**config.mk**
```make
export PLATFORM = sky130hd
export DESIGN_NAME = tx_port_cfg_regs
export DESIGN_NICKNAME = d
export VERILOG_FILES = /design/src/verilog/tx_port_cfg_pkg.sv /design/src/verilog/port_cfg_regs.sv /design/src/verilog/tx_cfg_decode.sv /design/src/verilog/tx_port_cfg_regs.sv
export SDC_FILE = /design/constraint.sdc
export NUM_CORES = 1
export LEC_CHECK = 0
export BUFFER_PORTS_ARGS = -buffer_cell sky130_fd_sc_hd__buf_2
export CELL_PAD_IN_SITES_DETAIL_PLACEMENT = 0
export CELL_PAD_IN_SITES_GLOBAL_PLACEMENT = 1
export CORE_UTILIZATION = 36
export CTS_BUF_LIST = sky130_fd_sc_hd__clkbuf_2
export CTS_CLUSTER_SIZE = 25
export DETAILED_ROUTE_END_ITERATION = 12
export GPL_TIMING_DRIVEN = 0
export PLACE_DENSITY_LB_ADDON = 0.1
export SYNTH_ARGS = -nofsm -noshare
export SYNTH_HDL_FRONTEND = slang
export SYNTH_SLANG_ARGS = --single-unit
export TNS_END_PERCENT = 100
```
**constraint.sdc**
```tcl
create_clock -name aclk -period 1.75 [get_ports aclk]
set_input_delay 0 -clock aclk [delete_from_list [all_inputs] [get_ports aclk]]
set_output_delay 0 -clock aclk [all_outputs]
set_load 0.05 [all_outputs]
```
**src/verilog/tx_port_cfg_pkg.sv**
```systemverilog
// Shared constants, types and decode helpers for the per-port transmit configuration bank.
// Assumes one 100 MHz clock domain and a 32-bit AXI4-Lite register bus with 16-bit byte addresses.
package tx_port_cfg_pkg;

    // Register word indices inside one port window (byte address is four times the index).
    localparam logic [8:0]  IDX_FIFO_CTRL   = 9'h187;   // Transmit HDLC FIFO control.
    localparam logic [8:0]  IDX_IBO_CTRL    = 9'h188;   // Interleave bus control.
    localparam logic [8:0]  IDX_MON_SEL     = 9'h189;   // Transmit time-slot monitor select.
    localparam logic [8:0]  IDX_TP_CTRL     = 9'h18A;   // Transmit test-pattern port control.

    // Port window strides in word indices; they are single address bits, used below by position.
    localparam logic [13:0] PORT_STRIDE_IDX  = 14'h0200; // One port further on.
    localparam logic [13:0] GROUP_STRIDE_IDX = 14'h2000; // Extra step for ports nine to sixteen.
    localparam int          PORT_LSB         = 9;        // Index bit of the port stride.
    localparam int          PORT_MSB         = 12;       // Top bit of the port number.
    localparam int          GROUP_BIT        = 13;       // Index bit of the group stride.

    // Bus and register widths.
    localparam int          ADDR_W = 16;
    localparam int          DATA_W = 32;
    localparam int          REG_W  = 8;

    // Field positions.
    localparam int          WM_LSB          = 0;
    localparam int          MODE_BIT        = 4;
    localparam int          BUS_EN_BIT      = 3;
    localparam int          CHAN_LSB        = 0;
    localparam int          TP_EN_BIT       = 0;
    localparam int          TP_UNFRAMED_BIT = 1;
    localparam int          TP_DIR_BIT      = 2;

    // FIFO low-watermark thresholds in bytes, per select code.
    localparam logic [5:0]  WM_BYTES_0 = 6'h04;
    localparam logic [5:0]  WM_BYTES_1 = 6'h10;
    localparam logic [5:0]  WM_BYTES_2 = 6'h20;
    localparam logic [5:0]  WM_BYTES_3 = 6'h30;
    localparam logic [5:0]  CHAN_BASE  = 6'h01;      // Selector zero names channel one.

    // Bus responses.
    localparam logic [1:0]  RESP_OKAY   = 2'h0;
    localparam logic [1:0]  RESP_SLVERR = 2'h2;

    // Which register an access lands on.
    typedef enum logic [2:0] {SEL_NONE, SEL_FIFO, SEL_IBO, SEL_MON, SEL_TP} reg_sel_t;

    // One port's configuration, all fields reset to zero.
    typedef struct packed {
        logic [1:0] tx_fifo_low_watermark_sel;
        logic       interleave_mode_sel;
        logic       interleave_bus_en;
        logic [4:0] tx_monitor_channel_sel;
        logic       test_pattern_direction_sel;
        logic       test_pattern_unframed_sel;
        logic       test_pattern_port_en;
    } port_cfg_t;

    // Result of address decoding.
    typedef struct packed {
        logic       hit;
        logic [3:0] port;
        reg_sel_t   sel;
    } addr_dec_t;

    // Bus slave state.
    typedef struct packed {
        logic              aw_held;
        logic [ADDR_W-1:0] aw_addr;
        logic              w_held;
        logic [REG_W-1:0]  w_byte;
        logic              w_lane0;
        logic              bvalid;
        logic [1:0]        bresp;
        logic              rvalid;
        logic [DATA_W-1:0] rdata;
        logic [1:0]        rresp;
    } slave_state_t;

    // Decoded values that feed the transmit datapath.
    typedef struct packed {
        logic [5:0] fifo_threshold;
        logic [5:0] monitor_channel;
    } cfg_decode_t;

    // Maps a byte address onto port and register; misaligned or foreign addresses miss.
    function automatic addr_dec_t decode_addr(input logic [ADDR_W-1:0] a, input int num_ports);
        addr_dec_t   d;
        logic [13:0] idx;
        idx    = a[ADDR_W-1:2];
        d.port = idx[PORT_MSB:PORT_LSB];
        d.sel  = SEL_NONE;
        unique case (idx[PORT_LSB-1:0])
            IDX_FIFO_CTRL: d.sel = SEL_FIFO;
            IDX_IBO_CTRL:  d.sel = SEL_IBO;
            IDX_MON_SEL:   d.sel = SEL_MON;
            IDX_TP_CTRL:   d.sel = SEL_TP;
            default:       d.sel = SEL_NONE;
        endcase
        // The group bit must agree with the port number's top bit, or the address falls in a hole.
        d.hit = (a[1:0] == 2'h0) && (idx[GROUP_BIT] == idx[PORT_MSB]) && (d.sel != SEL_NONE)
                && (int'(d.port) < num_ports);
        return d;
    endfunction

    // Read image of one register; reserved bits read as zero.
    function automatic logic [REG_W-1:0] reg_image(input port_cfg_t c, input reg_sel_t s);
        logic [REG_W-1:0] v;
        v = '0;
        unique case (s)
            SEL_FIFO: v[WM_LSB +: 2] = c.tx_fifo_low_watermark_sel;
            SEL_IBO: begin
                v[MODE_BIT]   = c.interleave_mode_sel;
                v[BUS_EN_BIT] = c.interleave_bus_en;
            end
            SEL_MON:  v[CHAN_LSB +: 5] = c.tx_monitor_channel_sel;
            SEL_TP: begin
                v[TP_EN_BIT]       = c.test_pattern_port_en;
                v[TP_UNFRAMED_BIT] = c.test_pattern_unframed_sel;
                v[TP_DIR_BIT]      = c.test_pattern_direction_sel;
            end
            default: v = '0;
        endcase
        return v;
    endfunction

endpackage

```
**src/verilog/port_cfg_regs.sv**
```systemverilog
// One port's copy of the transmit configuration registers.
// Assumes the bus slave above it presents at most one single-cycle write strobe per access.
`timescale 1ns/1ps
module port_cfg_regs
    import tx_port_cfg_pkg::*;
(
    // Clock and reset.
    input  wire logic             aclk,
    input  wire logic             aresetn,
    // Write strobe from the bus slave.
    input  wire logic             wr_en,
    input  wire reg_sel_t         wr_sel,
    input  wire logic [REG_W-1:0] wr_byte,
    // Configuration towards the transmit datapath.
    output port_cfg_t             cfg
);

    port_cfg_t state_r;   // All state of this port.
    port_cfg_t state_nxt; // Next value.

    // Only the defined fields are stored, so reserved bits can never hold a written value.
    always_comb begin
        state_nxt = state_r;
        if (wr_en) begin
            unique case (wr_sel)
                SEL_FIFO: state_nxt.tx_fifo_low_watermark_sel = wr_byte[WM_LSB +: 2];
                SEL_IBO: begin
                    state_nxt.interleave_mode_sel = wr_byte[MODE_BIT];
                    state_nxt.interleave_bus_en   = wr_byte[BUS_EN_BIT];
                end
                SEL_MON:  state_nxt.tx_monitor_channel_sel = wr_byte[CHAN_LSB +: 5];
                SEL_TP: begin
                    state_nxt.test_pattern_port_en       = wr_byte[TP_EN_BIT];
                    state_nxt.test_pattern_unframed_sel  = wr_byte[TP_UNFRAMED_BIT];
                    state_nxt.test_pattern_direction_sel = wr_byte[TP_DIR_BIT];
                end
                default: state_nxt = state_r;
            endcase
        end
    end

    // Synchronous reset clears every field.
    always_ff @(posedge aclk) begin
        if (!aresetn) begin
            state_r <= '0;
        end else begin
            state_r <= state_nxt;
        end
    end

    assign cfg = state_r;

endmodule

```
**src/verilog/tx_cfg_decode.sv**
```systemverilog
// Registered decode of one port's selects into the values the transmit datapath uses.
// Assumes its configuration input comes from registers on the same clock.
`timescale 1ns/1ps
module tx_cfg_decode
    import tx_port_cfg_pkg::*;
(
    // Clock and reset.
    input  wire logic      aclk,
    input  wire logic      aresetn,
    // Configuration of this port.
    input  wire port_cfg_t cfg,
    // Decoded values, one cycle behind the configuration.
    output cfg_decode_t    dec
);

    cfg_decode_t state_r;   // All state of this decoder.
    cfg_decode_t state_nxt; // Next value.

    // Watermark code to byte count, and zero-based selector to one-based channel number.
    always_comb begin
        state_nxt = state_r;
        unique case (cfg.tx_fifo_low_watermark_sel)
            2'h0: state_nxt.fifo_threshold = WM_BYTES_0;
            2'h1: state_nxt.fifo_threshold = WM_BYTES_1;
            2'h2: state_nxt.fifo_threshold = WM_BYTES_2;
            2'h3: state_nxt.fifo_threshold = WM_BYTES_3;
        endcase
        state_nxt.monitor_channel = 6'({1'b0, cfg.tx_monitor_channel_sel}) + CHAN_BASE;
    end

    // Reset values match the zero selects: four bytes and channel one.
    always_ff @(posedge aclk) begin
        if (!aresetn) begin
            state_r <= '{fifo_threshold: WM_BYTES_0, monitor_channel: CHAN_BASE};
        end else begin
            state_r <= state_nxt;
        end
    end

    assign dec = state_r;

endmodule

```
**src/verilog/tx_port_cfg_regs.sv**
```systemverilog
// Transmit configuration register bank for all ports, reached over AXI4-Lite.
// Assumes an AXI4-Lite master on aclk; FIFO, interleave bus, monitor and pattern logic sit outside.
//
// Chosen here: register access over AXI4-Lite.
`timescale 1ns/1ps
module tx_port_cfg_regs
    import tx_port_cfg_pkg::*;
#(
    parameter int NUM_PORTS = 16
) (
    // Clock and reset.
    input  wire logic                            aclk,
    input  wire logic                            aresetn,
    // AXI4-Lite write address channel.
    input  wire logic                            s_axi_awvalid,
    output logic                                 s_axi_awready,
    input  wire logic [ADDR_W-1:0]               s_axi_awaddr,
    input  wire logic [2:0]                      s_axi_awprot,
    // AXI4-Lite write data channel.
    input  wire logic                            s_axi_wvalid,
    output logic                                 s_axi_wready,
    input  wire logic [DATA_W-1:0]               s_axi_wdata,
    input  wire logic [3:0]                      s_axi_wstrb,
    // AXI4-Lite write response channel.
    output logic                                 s_axi_bvalid,
    input  wire logic                            s_axi_bready,
    output logic [1:0]                           s_axi_bresp,
    // AXI4-Lite read address channel.
    input  wire logic                            s_axi_arvalid,
    output logic                                 s_axi_arready,
    input  wire logic [ADDR_W-1:0]               s_axi_araddr,
    input  wire logic [2:0]                      s_axi_arprot,
    // AXI4-Lite read data channel.
    output logic                                 s_axi_rvalid,
    input  wire logic                            s_axi_rready,
    output logic [DATA_W-1:0]                    s_axi_rdata,
    output logic [1:0]                           s_axi_rresp,
    // Per-port configuration towards the transmit datapath.
    output port_cfg_t   [NUM_PORTS-1:0]          port_cfg,
    output cfg_decode_t [NUM_PORTS-1:0]          port_dec
);

    slave_state_t state_r;   // All state of the bus slave.
    slave_state_t state_nxt; // Next value.

    addr_dec_t        wr_dec;  // Decode of the held write address.
    addr_dec_t        rd_dec;  // Decode of the offered read address.
    logic             aw_fire; // Write address taken this cycle.
    logic             w_fire;  // Write data taken this cycle.
    logic             ar_fire; // Read address taken this cycle.
    logic             wr_go;   // Both halves of a write are held; commit now.
    logic             wr_en;   // Register write strobe, only for mapped addresses with lane 0.
    logic [REG_W-1:0] rd_byte; // Read image of the addressed register.

    // Protection bits carry no meaning here; all accesses are treated alike.
    logic unused_prot;
    assign unused_prot = ^{s_axi_awprot, s_axi_arprot, s_axi_wdata[DATA_W-1:REG_W], s_axi_wstrb[3:1]};

    // Handshakes. New write halves are refused while a response waits, which keeps one write in flight.
    assign s_axi_awready = !state_r.aw_held && !state_r.bvalid;
    assign s_axi_wready  = !state_r.w_held && !state_r.bvalid;
    assign s_axi_arready = !state_r.rvalid;
    assign aw_fire       = s_axi_awvalid && s_axi_awready;
    assign w_fire        = s_axi_wvalid && s_axi_wready;
    assign ar_fire       = s_axi_arvalid && s_axi_arready;
    assign wr_go         = state_r.aw_held && state_r.w_held;

    // Address decoding shares one function between the write and read paths.
    assign wr_dec = decode_addr(state_r.aw_addr, NUM_PORTS);
    assign rd_dec = decode_addr(s_axi_araddr, NUM_PORTS);

    // A write with lane 0 off is answered but stores nothing, since every field lives in lane 0.
    assign wr_en = wr_go && wr_dec.hit && state_r.w_lane0;

    // Read image of the addressed port; the port field is only trusted when the address hits.
    always_comb begin
        rd_byte = '0;
        if (rd_dec.hit) begin
            rd_byte = reg_image(port_cfg[rd_dec.port], rd_dec.sel);
        end
    end

    // Bus slave next-state logic.
    always_comb begin
        state_nxt = state_r;
        // Capture the write address and the write data independently, in either order.
        if (aw_fire) begin
            state_nxt.aw_held = 1'b1;
            state_nxt.aw_addr = s_axi_awaddr;
        end
        if (w_fire) begin
            state_nxt.w_held  = 1'b1;
            state_nxt.w_byte  = s_axi_wdata[REG_W-1:0];
            state_nxt.w_lane0 = s_axi_wstrb[0];
        end
        // Once both are held, the registers take the byte and the response is raised together.
        if (wr_go) begin
            state_nxt.aw_held = 1'b0;
            state_nxt.w_held  = 1'b0;
            state_nxt.bvalid  = 1'b1;
            state_nxt.bresp   = wr_dec.hit ? RESP_OKAY : RESP_SLVERR;
        end else if (state_r.bvalid && s_axi_bready) begin
            state_nxt.bvalid = 1'b0;
        end
        // Reads answer one cycle after the address is taken; holes answer zero with an error.
        if (ar_fire) begin
            state_nxt.rvalid = 1'b1;
            state_nxt.rdata  = DATA_W'(rd_byte);
            state_nxt.rresp  = rd_dec.hit ? RESP_OKAY : RESP_SLVERR;
        end else if (state_r.rvalid && s_axi_rready) begin
            state_nxt.rvalid = 1'b0;
        end
    end

    // Bus slave state register.
    always_ff @(posedge aclk) begin
        if (!aresetn) begin
            state_r <= '0;
        end else begin
            state_r <= state_nxt;
        end
    end

    // Response outputs come straight from the state register.
    assign s_axi_bvalid = state_r.bvalid;
    assign s_axi_bresp  = state_r.bresp;
    assign s_axi_rvalid = state_r.rvalid;
    assign s_axi_rdata  = state_r.rdata;
    assign s_axi_rresp  = state_r.rresp;

    // One register copy and one decoder for each port; only the addressed copy sees the strobe.
    for (genvar p = 0; p < NUM_PORTS; p++) begin : g_port
        port_cfg_regs u_regs (
            .aclk    (aclk),
            .aresetn (aresetn),
            .wr_en   (wr_en && (wr_dec.port == 4'(p))),
            .wr_sel  (wr_dec.sel),
            .wr_byte (state_r.w_byte),
            .cfg     (port_cfg[p])
        );

        tx_cfg_decode u_dec (
            .aclk    (aclk),
            .aresetn (aresetn),
            .cfg     (port_cfg[p]),
            .dec     (port_dec[p])
        );

        // The largest watermark code must give the largest threshold one cycle later.
        a_wm_largest: assert property (@(posedge aclk) disable iff (!aresetn)
            (port_cfg[p].tx_fifo_low_watermark_sel == 2'h3) |=> (port_dec[p].fifo_threshold == 6'h30))
            else $error("watermark code 3 did not give 48 bytes");

        // The smallest code must give four bytes.
        a_wm_smallest: assert property (@(posedge aclk) disable iff (!aresetn)
            (port_cfg[p].tx_fifo_low_watermark_sel == 2'h0) |=> (port_dec[p].fifo_threshold == 6'h04))
            else $error("watermark code 0 did not give 4 bytes");

        // A write of the interleave register takes the mode bit from bit 4 of the data.
        a_mode_write: assert property (@(posedge aclk) disable iff (!aresetn)
            (wr_en && wr_dec.port == 4'(p) && wr_dec.sel == SEL_IBO)
            |=> (port_cfg[p].interleave_mode_sel == $past(state_r.w_byte[4])))
            else $error("interleave mode bit not taken from data bit 4");

        // The bus enable follows bit 3 of the same write.
        a_bus_en_write: assert property (@(posedge aclk) disable iff (!aresetn)
            (wr_en && wr_dec.port == 4'(p) && wr_dec.sel == SEL_IBO)
            |=> (port_cfg[p].interleave_bus_en == $past(state_r.w_byte[3])))
            else $error("interleave bus enable not taken from data bit 3");

        // The channel selector takes the low five bits.
        a_chan_write: assert property (@(posedge aclk) disable iff (!aresetn)
            (wr_en && wr_dec.port == 4'(p) && wr_dec.sel == SEL_MON)
            |=> (port_cfg[p].tx_monitor_channel_sel == $past(state_r.w_byte[4:0])))
            else $error("monitor selector not taken from data bits 4 to 0");

        // Selector all ones names channel 32 on the following cycle.
        a_chan_number: assert property (@(posedge aclk) disable iff (!aresetn)
            (port_cfg[p].tx_monitor_channel_sel == 5'h1F) |=> (port_dec[p].monitor_channel == 6'h20))
            else $error("selector all ones did not name channel 32");

        // A write aimed elsewhere leaves this port untouched.
        a_port_isolate: assert property (@(posedge aclk) disable iff (!aresetn)
            (wr_go && !(wr_dec.hit && wr_dec.port == 4'(p))) |=> $stable(port_cfg[p]))
            else $error("write changed a port it was not addressed to");

        // The pattern port control bits follow bits 0, 1 and 2.
        a_tp_en_write: assert property (@(posedge aclk) disable iff (!aresetn)
            (wr_en && wr_dec.port == 4'(p) && wr_dec.sel == SEL_TP)
            |=> (port_cfg[p].test_pattern_port_en == $past(state_r.w_byte[0])))
            else $error("pattern port enable not taken from data bit 0");

        a_tp_frame_write: assert property (@(posedge aclk) disable iff (!aresetn)
            (wr_en && wr_dec.port == 4'(p) && wr_dec.sel == SEL_TP)
            |=> (port_cfg[p].test_pattern_unframed_sel == $past(state_r.w_byte[1])))
            else $error("unframed select not taken from data bit 1");

        a_tp_dir_write: assert property (@(posedge aclk) disable iff (!aresetn)
            (wr_en && wr_dec.port == 4'(p) && wr_dec.sel == SEL_TP)
            |=> (port_cfg[p].test_pattern_direction_sel == $past(state_r.w_byte[2])))
            else $error("direction select not taken from data bit 2");

        // Reset must clear the whole copy, so this one is not disabled by reset.
        a_reset_clear: assert property (@(posedge aclk) disable iff (1'b0)
            !aresetn |=> (port_cfg[p] == '0))
            else $error("port configuration not zero after reset");
    end

    // Reserved bits of the interleave register read as zero.
    a_rd_reserved: assert property (@(posedge aclk) disable iff (!aresetn)
        (ar_fire && rd_dec.sel == SEL_IBO) |=> (s_axi_rvalid && s_axi_rdata[31:5] == '0
        && s_axi_rdata[2:0] == 3'h0))
        else $error("reserved interleave bits read as nonzero");

    // A held write pair must be answered on the next cycle.
    a_write_answer: assert property (@(posedge aclk) disable iff (!aresetn)
        wr_go |=> s_axi_bvalid)
        else $error("write not answered one cycle after both halves held");

    // Main scenarios worth seeing in simulation.
    c_last_port_ibo: cover property (@(posedge aclk) disable iff (!aresetn)
        wr_en && wr_dec.port == 4'(NUM_PORTS - 1) && wr_dec.sel == SEL_IBO);
    c_read_hole: cover property (@(posedge aclk) disable iff (!aresetn)
        s_axi_rvalid && s_axi_rresp == RESP_SLVERR);
    c_channel_32: cover property (@(posedge aclk) disable iff (!aresetn)
        port_dec[0].monitor_channel == 6'h20);
    c_frame_bus: cover property (@(posedge aclk) disable iff (!aresetn)
        port_cfg[0].interleave_bus_en && port_cfg[0].interleave_mode_sel);

endmodule

```
==> out/qor.txt, run 1 <==
DR WL/cell = 21.70 um
nets = 2,333
combinational share of power = 10.7%
Crit. End Element = flip-flop
R2R Path End = g_port[5].u_regs.cfg[11]
via count = 14,050
Final setup viols = 158
Final Power = 16.15 mW
die width = 212.1 um
Layout Area Growth over Synthesis = 48.48%
failing checks = negative setup slack
Pwr per Cell Area = 684.7 nW/um^2
port buffer count = 389
placed wire-length estimate = 44,810 um
Fmax = 508.2 MHz
worst setup margin = -217.7 ps
CP max stage delay = 370 ps
Initial Util = 36.72%
GPL Wtd Cong = 0.8713
cell taking the most area after synthesis = dfxtp_1
Worst Clk Skew = 78.17 ps
I/O Pins = 506
DP Area = 18,910 um^2
RSZ-0062 raised after global routing = yes
CP max stage cell = dfxtp_4
Worst R2R Path Depth = 8
Cell Rows = 76
worst hold start = s_axi_araddr[2]
final hold vios = 0
Avg Cell Area, Syn = 10.47 um^2
sequential share of power = 51.8%
root buf cell = clkbuf_2
GRT Total Usage = 27.32%
maximum number of pins on one net before global-route repair = 14
Die Footprint = 44,980 um^2
LEAKAGE = 11.15 nW
CP Data Required Time = 2670 ps
slew margin rel. = 28.92%
TritonCTS clock tree = built
r2r setup slk = -220 ps
Routed WL = 62,860 um
max-slew violation count = 0
first drt pass iteration count = 5
clock-pin slew on the worst setup and hold paths = 100 ps
grt ovf = 0
Tmin final = 1968 ps
Clk pwr share = 37.5%
die height = 212.1 um
Startpoint Class = flip-flop
Final period util = 112.4%
HP Class = in -> reg
layout cells sized above 1 = 46.00%
core area = 43,270 um^2
hold depth = 5
CTS max path bufs = 3
Final Util = 54.53%
MaxCap Viol Count = 0
maximum vdd drop = 0.3647 mV
Critical R2R Launch = state_r[64]
crit-path cells = and4_4, nand4_1, buf_12, buf_16, buf_6, nor4_4, mux2i_1, nor2b_1
P_sw = 4.906 mW
sequential cell area fraction in the yosys report = 46.49%
first-pass GRT wire length = 89,800 um
Final Instance Area = 23,590 um^2
most frequent cells in the layout = mux2i_1 (202), dfxtp_1 (201), buf_6 (198), buf_2 (189), buf_4 (166)
Sw Ratio = 30.37%
vias in the first global route = 13,820
Max FO, Critical Path = 6
drt via density = 4.850
initial antenna violation count = 2
Clock Latency Late Sink = 1080 ps
Worst Tran Pin Value = 1066 ps
Ys Warns = 0
status = complete, but fails checks
worst hold slack = 94.76 ps
P_int = 11.25 mW
Hold Path End = s_axi_rdata[1]
DRC = 0
commonest non-fill, non-tap cell in the layout = mux2i_1
cells after synthesis = 1,517
area share of the largest cell type after synthesis = 46.49%
Yosys reg bits = 369
number of clock sinks = 369
drt initial violations = 772
Critical Path AT = 2890 ps
critical setup path kind = reg -> reg
TritonCTS buffer count = 100
Netlist cell types = 52
Post-Syn Area = 15,890 um^2
post-route ant nets = 0
H-tree depth = 3
top cells by area, synth = dfxtp_1 (46%), mux2i_1 (13%), mux4_2 (6.7%)
==> cell families (layout without fill, tap and decap cells) <==
logic type	count (synthesis)	count (layout)	share of synthesized area (%)
and+or+nand+nor	597	597	20.84
DFF	369	369	46.49
muxes	258	258	20.00
buffers and inverters	178	896	6.489
xor gates and xnor gates	50	50	2.756
AOI/OAI and AO/OA	48	48	2.142
adders and majority gates	16	16	1.260
other	1	78	0.02360
==> worst max-delay path: cells and delay by family, from the launching register on <==
kind / cells / cell delay (ps)
and+or+nand+nor: 4 / 770
buffers and inverters: 3 / 470
DFF: 1 / 370
muxes: 1 / 230
==> synthesized netlist by cell type, drive strengths merged <==
cell	n
dfxtp	369
mux2i	205
nand2	187
nor2b	126
buf	114
and2	100
clkbuf	62
nor2	50
mux4	47
nand3	43
xnor2	33
nand4	26
nor4	19
a21boi	18
xor2	17
ha	16
nor3	14
nand2b	10
o21ai	7
mux2	6
a22oi	5
a21oi	4
and3	4
nand3b	3
nor3b	3
o22ai	3
a32oi	2
and2b	2
and4	2
inv	2
nand4b	2
o211ai	2
o221ai	2
a211o	1
and4b	1
conb	1
o211a	1
o21a	1
o22a	1
o31a	1
or2	1
or2b	1
or3	1
or3b	1
or4	1
==> power groups by stage <==
stage,Sequential (mW),Clock [mW],Combinational [mW]
3_3_place_gp,8.66,0,1.44
6_report,8.36,6.06,1.73
2_1_floorplan,8.67,0,1.05
5_1_grt,8.37,6.68,1.81
3_5_place_dp,8.66,0,1.45
4_1_cts,8.37,6.21,1.65
==> per-layer routing <==
layer  GRT usage [%]  share of wire (%)
met1           34.72                 43
met2           45.09                 48
met3           6.160                6.8
met4           10.12                2.5
met5               0              0.021
==> sequential cells by signal (all words and copies together) (netlist names) <==
register           flops
g_port.u_dec.dec     144
g_port.u_regs.cfg    192
s_axi_bresp            1
s_axi_bvalid           1
s_axi_rdata            5
s_axi_rresp            1
s_axi_rvalid           1
state_r               24
==> metrics by stage <==
step / setup TNS [ps] / setup slack [ps] / cells
after floorplan: -1492 / -71.75 / 1593
final: -15760 / -217.7 / 2897
after global routing: -29480 / -280.1 / 2897
after CTS: -26260 / -236.7 / 2868
after detailed placement: -92050 / -840.6 / 2567
after global placement: -88110 / -837.0 / 2567
==> worst max path at each step <==
stage / from / end / slack [ps] / depth (start not counted)
finish: state_r[64] / g_port[5].u_regs.cfg[11] / -220 / 8
detailed placement: state_r[60] / g_port[6].u_regs.cfg[7] / -840 / 6
global route: state_r[56] / g_port[1].u_regs.cfg[0] / -280 / 9
floorplan: state_r[62] / g_port[8].u_regs.cfg[5] / -70 / 8
global placement: state_r[60] / g_port[6].u_regs.cfg[6] / -840 / 6
CTS: state_r[64] / g_port[13].u_regs.cfg[9] / -240 / 8
==> cell type report <==
type | instances | area [um^2]
Fill cell | 3954 | 19670
Multi-Input combinational cell | 1046 | 8337
Sequential cell | 369 | 7795
Timing Repair Buffer | 551 | 4785
Buffer | 166 | 1070
Clock buffer | 157 | 785.8
Tap cell | 585 | 732.0
Clock inverter | 20 | 78.83
Inverter | 2 | 7.507
Antenna cell | 1 | 2.502
==> timing repair <==
item                                    4_1_cts  5_1_grt
setup buffers                                53       28
hold buffers                                 76        3
cloned                                        2        1
pin swaps                                    28       34
gates resized for setup                     745      111
endpoints found under the setup margin      410      227
endpoints found under the hold margin       220        6
Note: power is estimated with default switching activity, not from simulation.
==> run 2: changes to the inputs <==
- CORE_UTILIZATION: 36 -> 40
- clock period: 1.75 -> 2.2 ns (I/O delays scaled with it)
==> out/qor.txt, run 2 (synthesis gave the netlist of run 1 again) <==
CTS max path bufs = 3
Pwr per Cell Area = 607.2 nW/um^2
Die Footprint = 40,520 um^2
drt via density = 4.927
Initial Util = 40.83%
GRT Total Usage = 27.98%
I/O Pins = 506
nets = 2,285
post-route ant nets = 0
CP Data Required Time = 3070 ps
drt initial violations = 813
GPL Wtd Cong = 0.9110
H-tree depth = 3
Startpoint Class = flip-flop
DRC = 0
die width = 201.3 um
TritonCTS buffer count = 97
Final Util = 53.24%
status = finished, final reports clean
initial antenna violation count = 6
Tmin final = 2137 ps
Buffers & Inverters on Critical Path = 2
port buffer count = 389
vias in the first global route = 13,450
CP max stage cell = nand3b_1
layout cells sized above 1 = 33.70%
placed wire-length estimate = 42,790 um
Setup WS pre-CTS = -370.7 ps
Final setup viols = 0
number of clock sinks = 369
Fmax = 467.9 MHz
TritonCTS clock tree = built
Crit. End Element = flip-flop
grt ovf = 0
first drt pass iteration count = 5
Routed WL = 58,000 um
Max FO, Critical Path = 8
max FFs per register = 192
DR WL/cell = 20.91 um
worst hold slack = 105.7 ps
CP max stage delay = 420 ps
final hold vios = 0
critical setup path kind = reg -> reg
Final period util = 97.15%
first-pass GRT wire length = 84,370 um
Worst Tran Pin Value = 980.4 ps
Multi-input gate area = 7848 um^2
Clock Latency Late Sink = 1010 ps
Worst Clk Skew = 75.87 ps
clock-pin slew on the worst setup and hold paths = 120 ps
Cell Rows = 72
via count = 13,670
Critical Path AT = 3010 ps
die height = 201.3 um
worst setup margin = 62.66 ps
Worst path top cell family by delay = simple AND/OR/NAND/NOR gates
most frequent cells in the layout = buf_2 (407), dfxtp_1 (368), mux2i_1 (205), nand2_1 (186), clkbuf_2 (152)
sequential cell area = 7388 um^2
LEAKAGE = 9.968 nW
maximum number of pins on one net before global-route repair = 13
MaxCap Viol Count = 0
root buf cell = clkbuf_2
HP Class = in -> reg
commonest non-fill, non-tap cell in the layout = buf_2
max-slew violation count = 0
Layout fillers = 3,716
slew margin rel. = 34.64%
Layout Area Growth over Synthesis = 30.40%
core area = 38,920 um^2
crit-path cells = buf_2, nand3b_1, nand2b_1, nor4_4, buf_4, mux2i_1, nor2b_1
maximum vdd drop = 0.2890 mV
[run 2: changes by cell type in the layout (fill, tap and decap cells not counted), moves of 19 or more]
cell | before | now
buf_6 | 198 | 2
dfxtp_1 | 201 | 368
dfxtp_4 | 79 | 0
buf_4 | 166 | 104
dfxtp_2 | 89 | 1
nand2_4 | 19 | 0
nand2_1 | 156 | 186
buf_2 | 189 | 407
[run 2: tightest hold or removal path, cell delays in order]
cell and delay [ps]:
dlygate4sd3_1 540, buf_2 110, and4b_1 250, nand3_1 100, o211ai_1 80
[run 2: timing repair]
item	in CTS	in global routing
setup buffers	11	9
pin swaps	12	7
setup endpoints to repair	96	101
hold buffers	89	0
hold endpoints to repair	168	0
gates resized for setup	2	30
[run 2: per-layer routing]
layer	vias up	part of all wire, %	global-route usage, %	routed length (um)
met4	4	3.4	12.12	1978
met3	118	7.6	6.673	4405
li1	6388	-	-	-
met1	6527	43	35.86	24720
met2	630	46	44.87	26870
met5	-	0.057	0	33
[run 2: per-stage QoR]
step | std cells | setup TNS (ps) | total power [mW] | instance area, um^2
floorplan | 1593 | 0 | 7.717 | 16180
global placement | 2500 | -8797 | 8.014 | 18770
detailed placement | 2500 | -11030 | 8.020 | 18770
CTS | 2766 | 0 | 12.69 | 20560
global route | 2774 | -284.7 | 13.15 | 20720
finish | 2774 | 0 | 12.58 | 20720
[run 2: power breakdown]
| group | switching [mW] | leakage, nW | internal [mW] | total (mW) |
|---|---|---|---|---|
| Clock | 2.82 | 0.645 | 1.74 | 4.56 |
| Combinational | 0.868 | 6.35 | 0.419 | 1.29 |
| Sequential | 0.0250 | 2.98 | 6.71 | 6.73 |
[run 2: worst paths after layout]
check	slack (ps)	cells past startpoint	to	from
max	60	7	g_port[4].u_regs.cfg[7]	state_r[62]
min	110	5	s_axi_rdata[1]	s_axi_araddr[5]
max reg2reg	60	7	g_port[4].u_regs.cfg[7]	state_r[62]
min reg2reg	470	2	s_axi_bvalid	state_r[47]
[run 2: cell type report]
type,instances,area share (%)
Buffer,174,4.952
Inverter,2,0.03623
Timing Repair Buffer,498,14.44
Clock buffer,146,3.527
Antenna cell,1,0.01208
Sequential cell,369,35.66
Clock inverter,20,0.3684
Multi-Input combinational cell,1046,37.88
Tap cell,518,3.128
==> run 3: changes to the inputs <==
- ABC_AREA: not set -> 1
- CORE_UTILIZATION: 40 -> 37
==> out/qor.txt, run 3 <==
status = complete, but fails checks
failing checks = negative setup slack
first-pass GRT wire length = 105,100 um
GPL Wtd Cong = 1.004
core area = 43,080 um^2
number of clock sinks = 369
final hold vios = 0
die height = 210.8 um
Startpoint Class = input pin
Worst R2R Path Depth = 9
maximum vdd drop = 0.3468 mV
clock-pin slew on the worst setup and hold paths = 100 ps
crit-path cells = dlygate4sd3_1, buf_2, buf_1, nand3_1, nand3_1, nand3_1, nand3_1, nand3_1, dlygate4sd3_1, nand2_1, a21oi_1
drt initial violations = 1,670
critical setup path kind = in -> reg
Netlist cell types = 31
Final period util = 100.9%
vias in the first global route = 16,270
Pwr per Cell Area = 616.1 nW/um^2
nets = 3,161
DR WL/cell = 19.97 um
Yosys reg bits = 369
max FFs per register = 192
top cells by area, synth = dfxtp_1 (46%), nand2_1 (16%), nor2_1 (12%)
via count = 17,980
sequential cell area fraction in the yosys report = 45.80%
initial antenna violation count = 2
r2r setup slk = -10 ps
CP max stage delay = 690 ps
CTS max path bufs = 3
fin cells = 3,722
CP dominant cell by count = nand3_1
TritonCTS clock tree = built
placed wire-length estimate = 53,340 um
Critical R2R Launch = g_port[12].u_regs.cfg[5]
Critical Path AT = 3210 ps
die width = 210.8 um
most frequent cell after synthesis = nand2_1
Post-synth top flop = dfxtp_1
async set-or-reset flop fraction in the synthesized netlist = 0%
Hold Path End = s_axi_rdata[0]
Final Util = 50.47%
Worst path top cell family by delay = buffers and inverters
Die Footprint = 44,430 um^2
Fmax = 450.5 MHz
most frequent cells in the layout = nand2_1 (692), nor2_1 (501), buf_2 (397), dfxtp_1 (358), nand3_1 (176)
hold depth = 11
Placed Cells = 3,397
CP max stage cell = buf_1
commonest non-fill, non-tap cell in the layout = nand2_1
Final setup viols = 2
Worst Clk Skew = 63.01 ps
post-route ant nets = 0
Cell Rows = 76
Tmin final = 2220 ps
Synth top cells by count = nand2_1 (697), nor2_1 (519), dfxtp_1 (369)
Post-Syn Area = 16,130 um^2
drt via density = 4.830
Crit. End Element = flip-flop
maximum number of pins on one net before global-route repair = 14
cell taking the most area after synthesis = dfxtp_1
Max FO, Critical Path = 10
area share of the largest cell type after synthesis = 45.80%
DRC = 0
cells after synthesis = 2,348
R2R Path End = s_axi_rdata[2]
layout cells sized above 1 = 24.66%
Layout Area Growth over Synthesis = 34.79%
MaxCap Viol Count = 0
port buffer count = 388
Clock Latency Late Sink = 1100 ps
slew margin rel. = 21.78%
Worst Tran Pin Value = 1173 ps
Layout fillers = 4,546
Post-synth EDFFs = 0
CP Data Required Time = 3190 ps
worst setup margin = -20.00 ps
I/O Pins = 506
grt ovf = 0
H-tree depth = 3
Ys Warns = 0
RSZ-0062 raised after global routing = yes
Avg Cell Area, Syn = 6.869 um^2
Buffers & Inverters on Critical Path = 4
root buf cell = clkbuf_2
first drt pass iteration count = 5
Routed WL = 74,340 um
Initial Util = 37.44%
worst hold start = s_axi_araddr[5]
HP Class = in -> reg
GRT Total Usage = 32.53%
LEAKAGE = 10.67 nW
TritonCTS buffer count = 98
max-slew violation count = 0
run 3: cell families (layout without fill, tap and decap cells):
kind of cell,after synthesis,after routing,share of synthesized area [%]
AND/OR/NAND/NOR,1486,1491,38.54
flip-flops,369,369,45.80
buffers and inverters,341,1047,10.08
AO/OA/AOI/OAI,135,135,4.313
adder cells (fa/ha/maj),16,16,1.241
other,1,79,0.02325
run 3: power breakdown:
group | total, mW | internal (mW) | switching, mW
Combinational | 1.77 | 0.488 | 1.28
Clock | 4.86 | 1.86 | 3.00
Sequential | 6.76 | 6.73 | 0.0380
run 3: what timing repair did:
item | CTS | global route
setup endpoints to repair | 152 | 192
hold buffers | 111 | 2
pin swaps | 13 | 22
gates cloned | 3 | 2
resized for setup | 17 | 84
buffers inserted | 11 | 24
endpoints found under the hold margin | 185 | 1
run 3: through the flow:
step | hold slack, ps | instance area (um^2) | power [mW] | worst slack (ps) | setup TNS [ps]
6_report | 84.69 | 21740 | 13.40 | -20.00 | -29.24
5_1_grt | 90.85 | 21740 | 13.92 | -57.44 | -968.6
4_1_cts | 6.500 | 21250 | 13.40 | -37.56 | -270.3
3_5_place_dp | 253.8 | 19090 | 8.442 | -387.9 | -25750
3_3_place_gp | 248.6 | 19090 | 8.432 | -319.5 | -17770
2_1_floorplan | 158.9 | 16410 | 7.936 | 132.1 | 0
run 3: final cells by class:
| class | count | area (um^2) | share of cell area (%) |
|---|---|---|---|
| Buffer | 191 | 1107 | 5.093 |
| Sequential cell | 369 | 7401 | 34.04 |
| Tap cell | 585 | 732.0 | 3.367 |
| Multi-Input combinational cell | 1719 | 7646 | 35.17 |
| Antenna cell | 2 | 5.005 | 0.02302 |
| Inverter | 150 | 563.0 | 2.590 |
| Timing Repair Buffer | 535 | 3428 | 15.77 |
| Clock buffer | 145 | 725.7 | 3.338 |
| Clock inverter | 26 | 132.6 | 0.6100 |
run 3: how the worst max path moves through the flow:
stage	depth (start not counted)	start	end	slack, ps
6_report	11	s_axi_araddr[12]	s_axi_rdata[1]	-20
5_1_grt	13	state_r[56]	g_port[13].u_regs.cfg[3]	-60
4_1_cts	10	state_r[47]	g_port[9].u_regs.cfg[4]	-40
3_5_place_dp	10	state_r[56]	g_port[3].u_regs.cfg[6]	-390
3_3_place_gp	9	state_r[47]	g_port[3].u_regs.cfg[6]	-320
2_1_floorplan	5	s_axi_bvalid	state_r[58]	130
run 3: layer usage:
layer | up-vias | share of wire (%) | track usage [%]
met5 | - | 0 | 0
met4 | 0 | 4.0 | 15.44
met3 | 152 | 8.9 | 8.252
met2 | 835 | 45 | 51.72
met1 | 8330 | 42 | 41.15
li1 | 8659 | - | -
run 3: tightest hold or removal path, delay by kind of cell:
kind | cells | cell delay, ps
simple gates | 7 | 660
buf+inv | 3 | 430
compound gates | 1 | 50
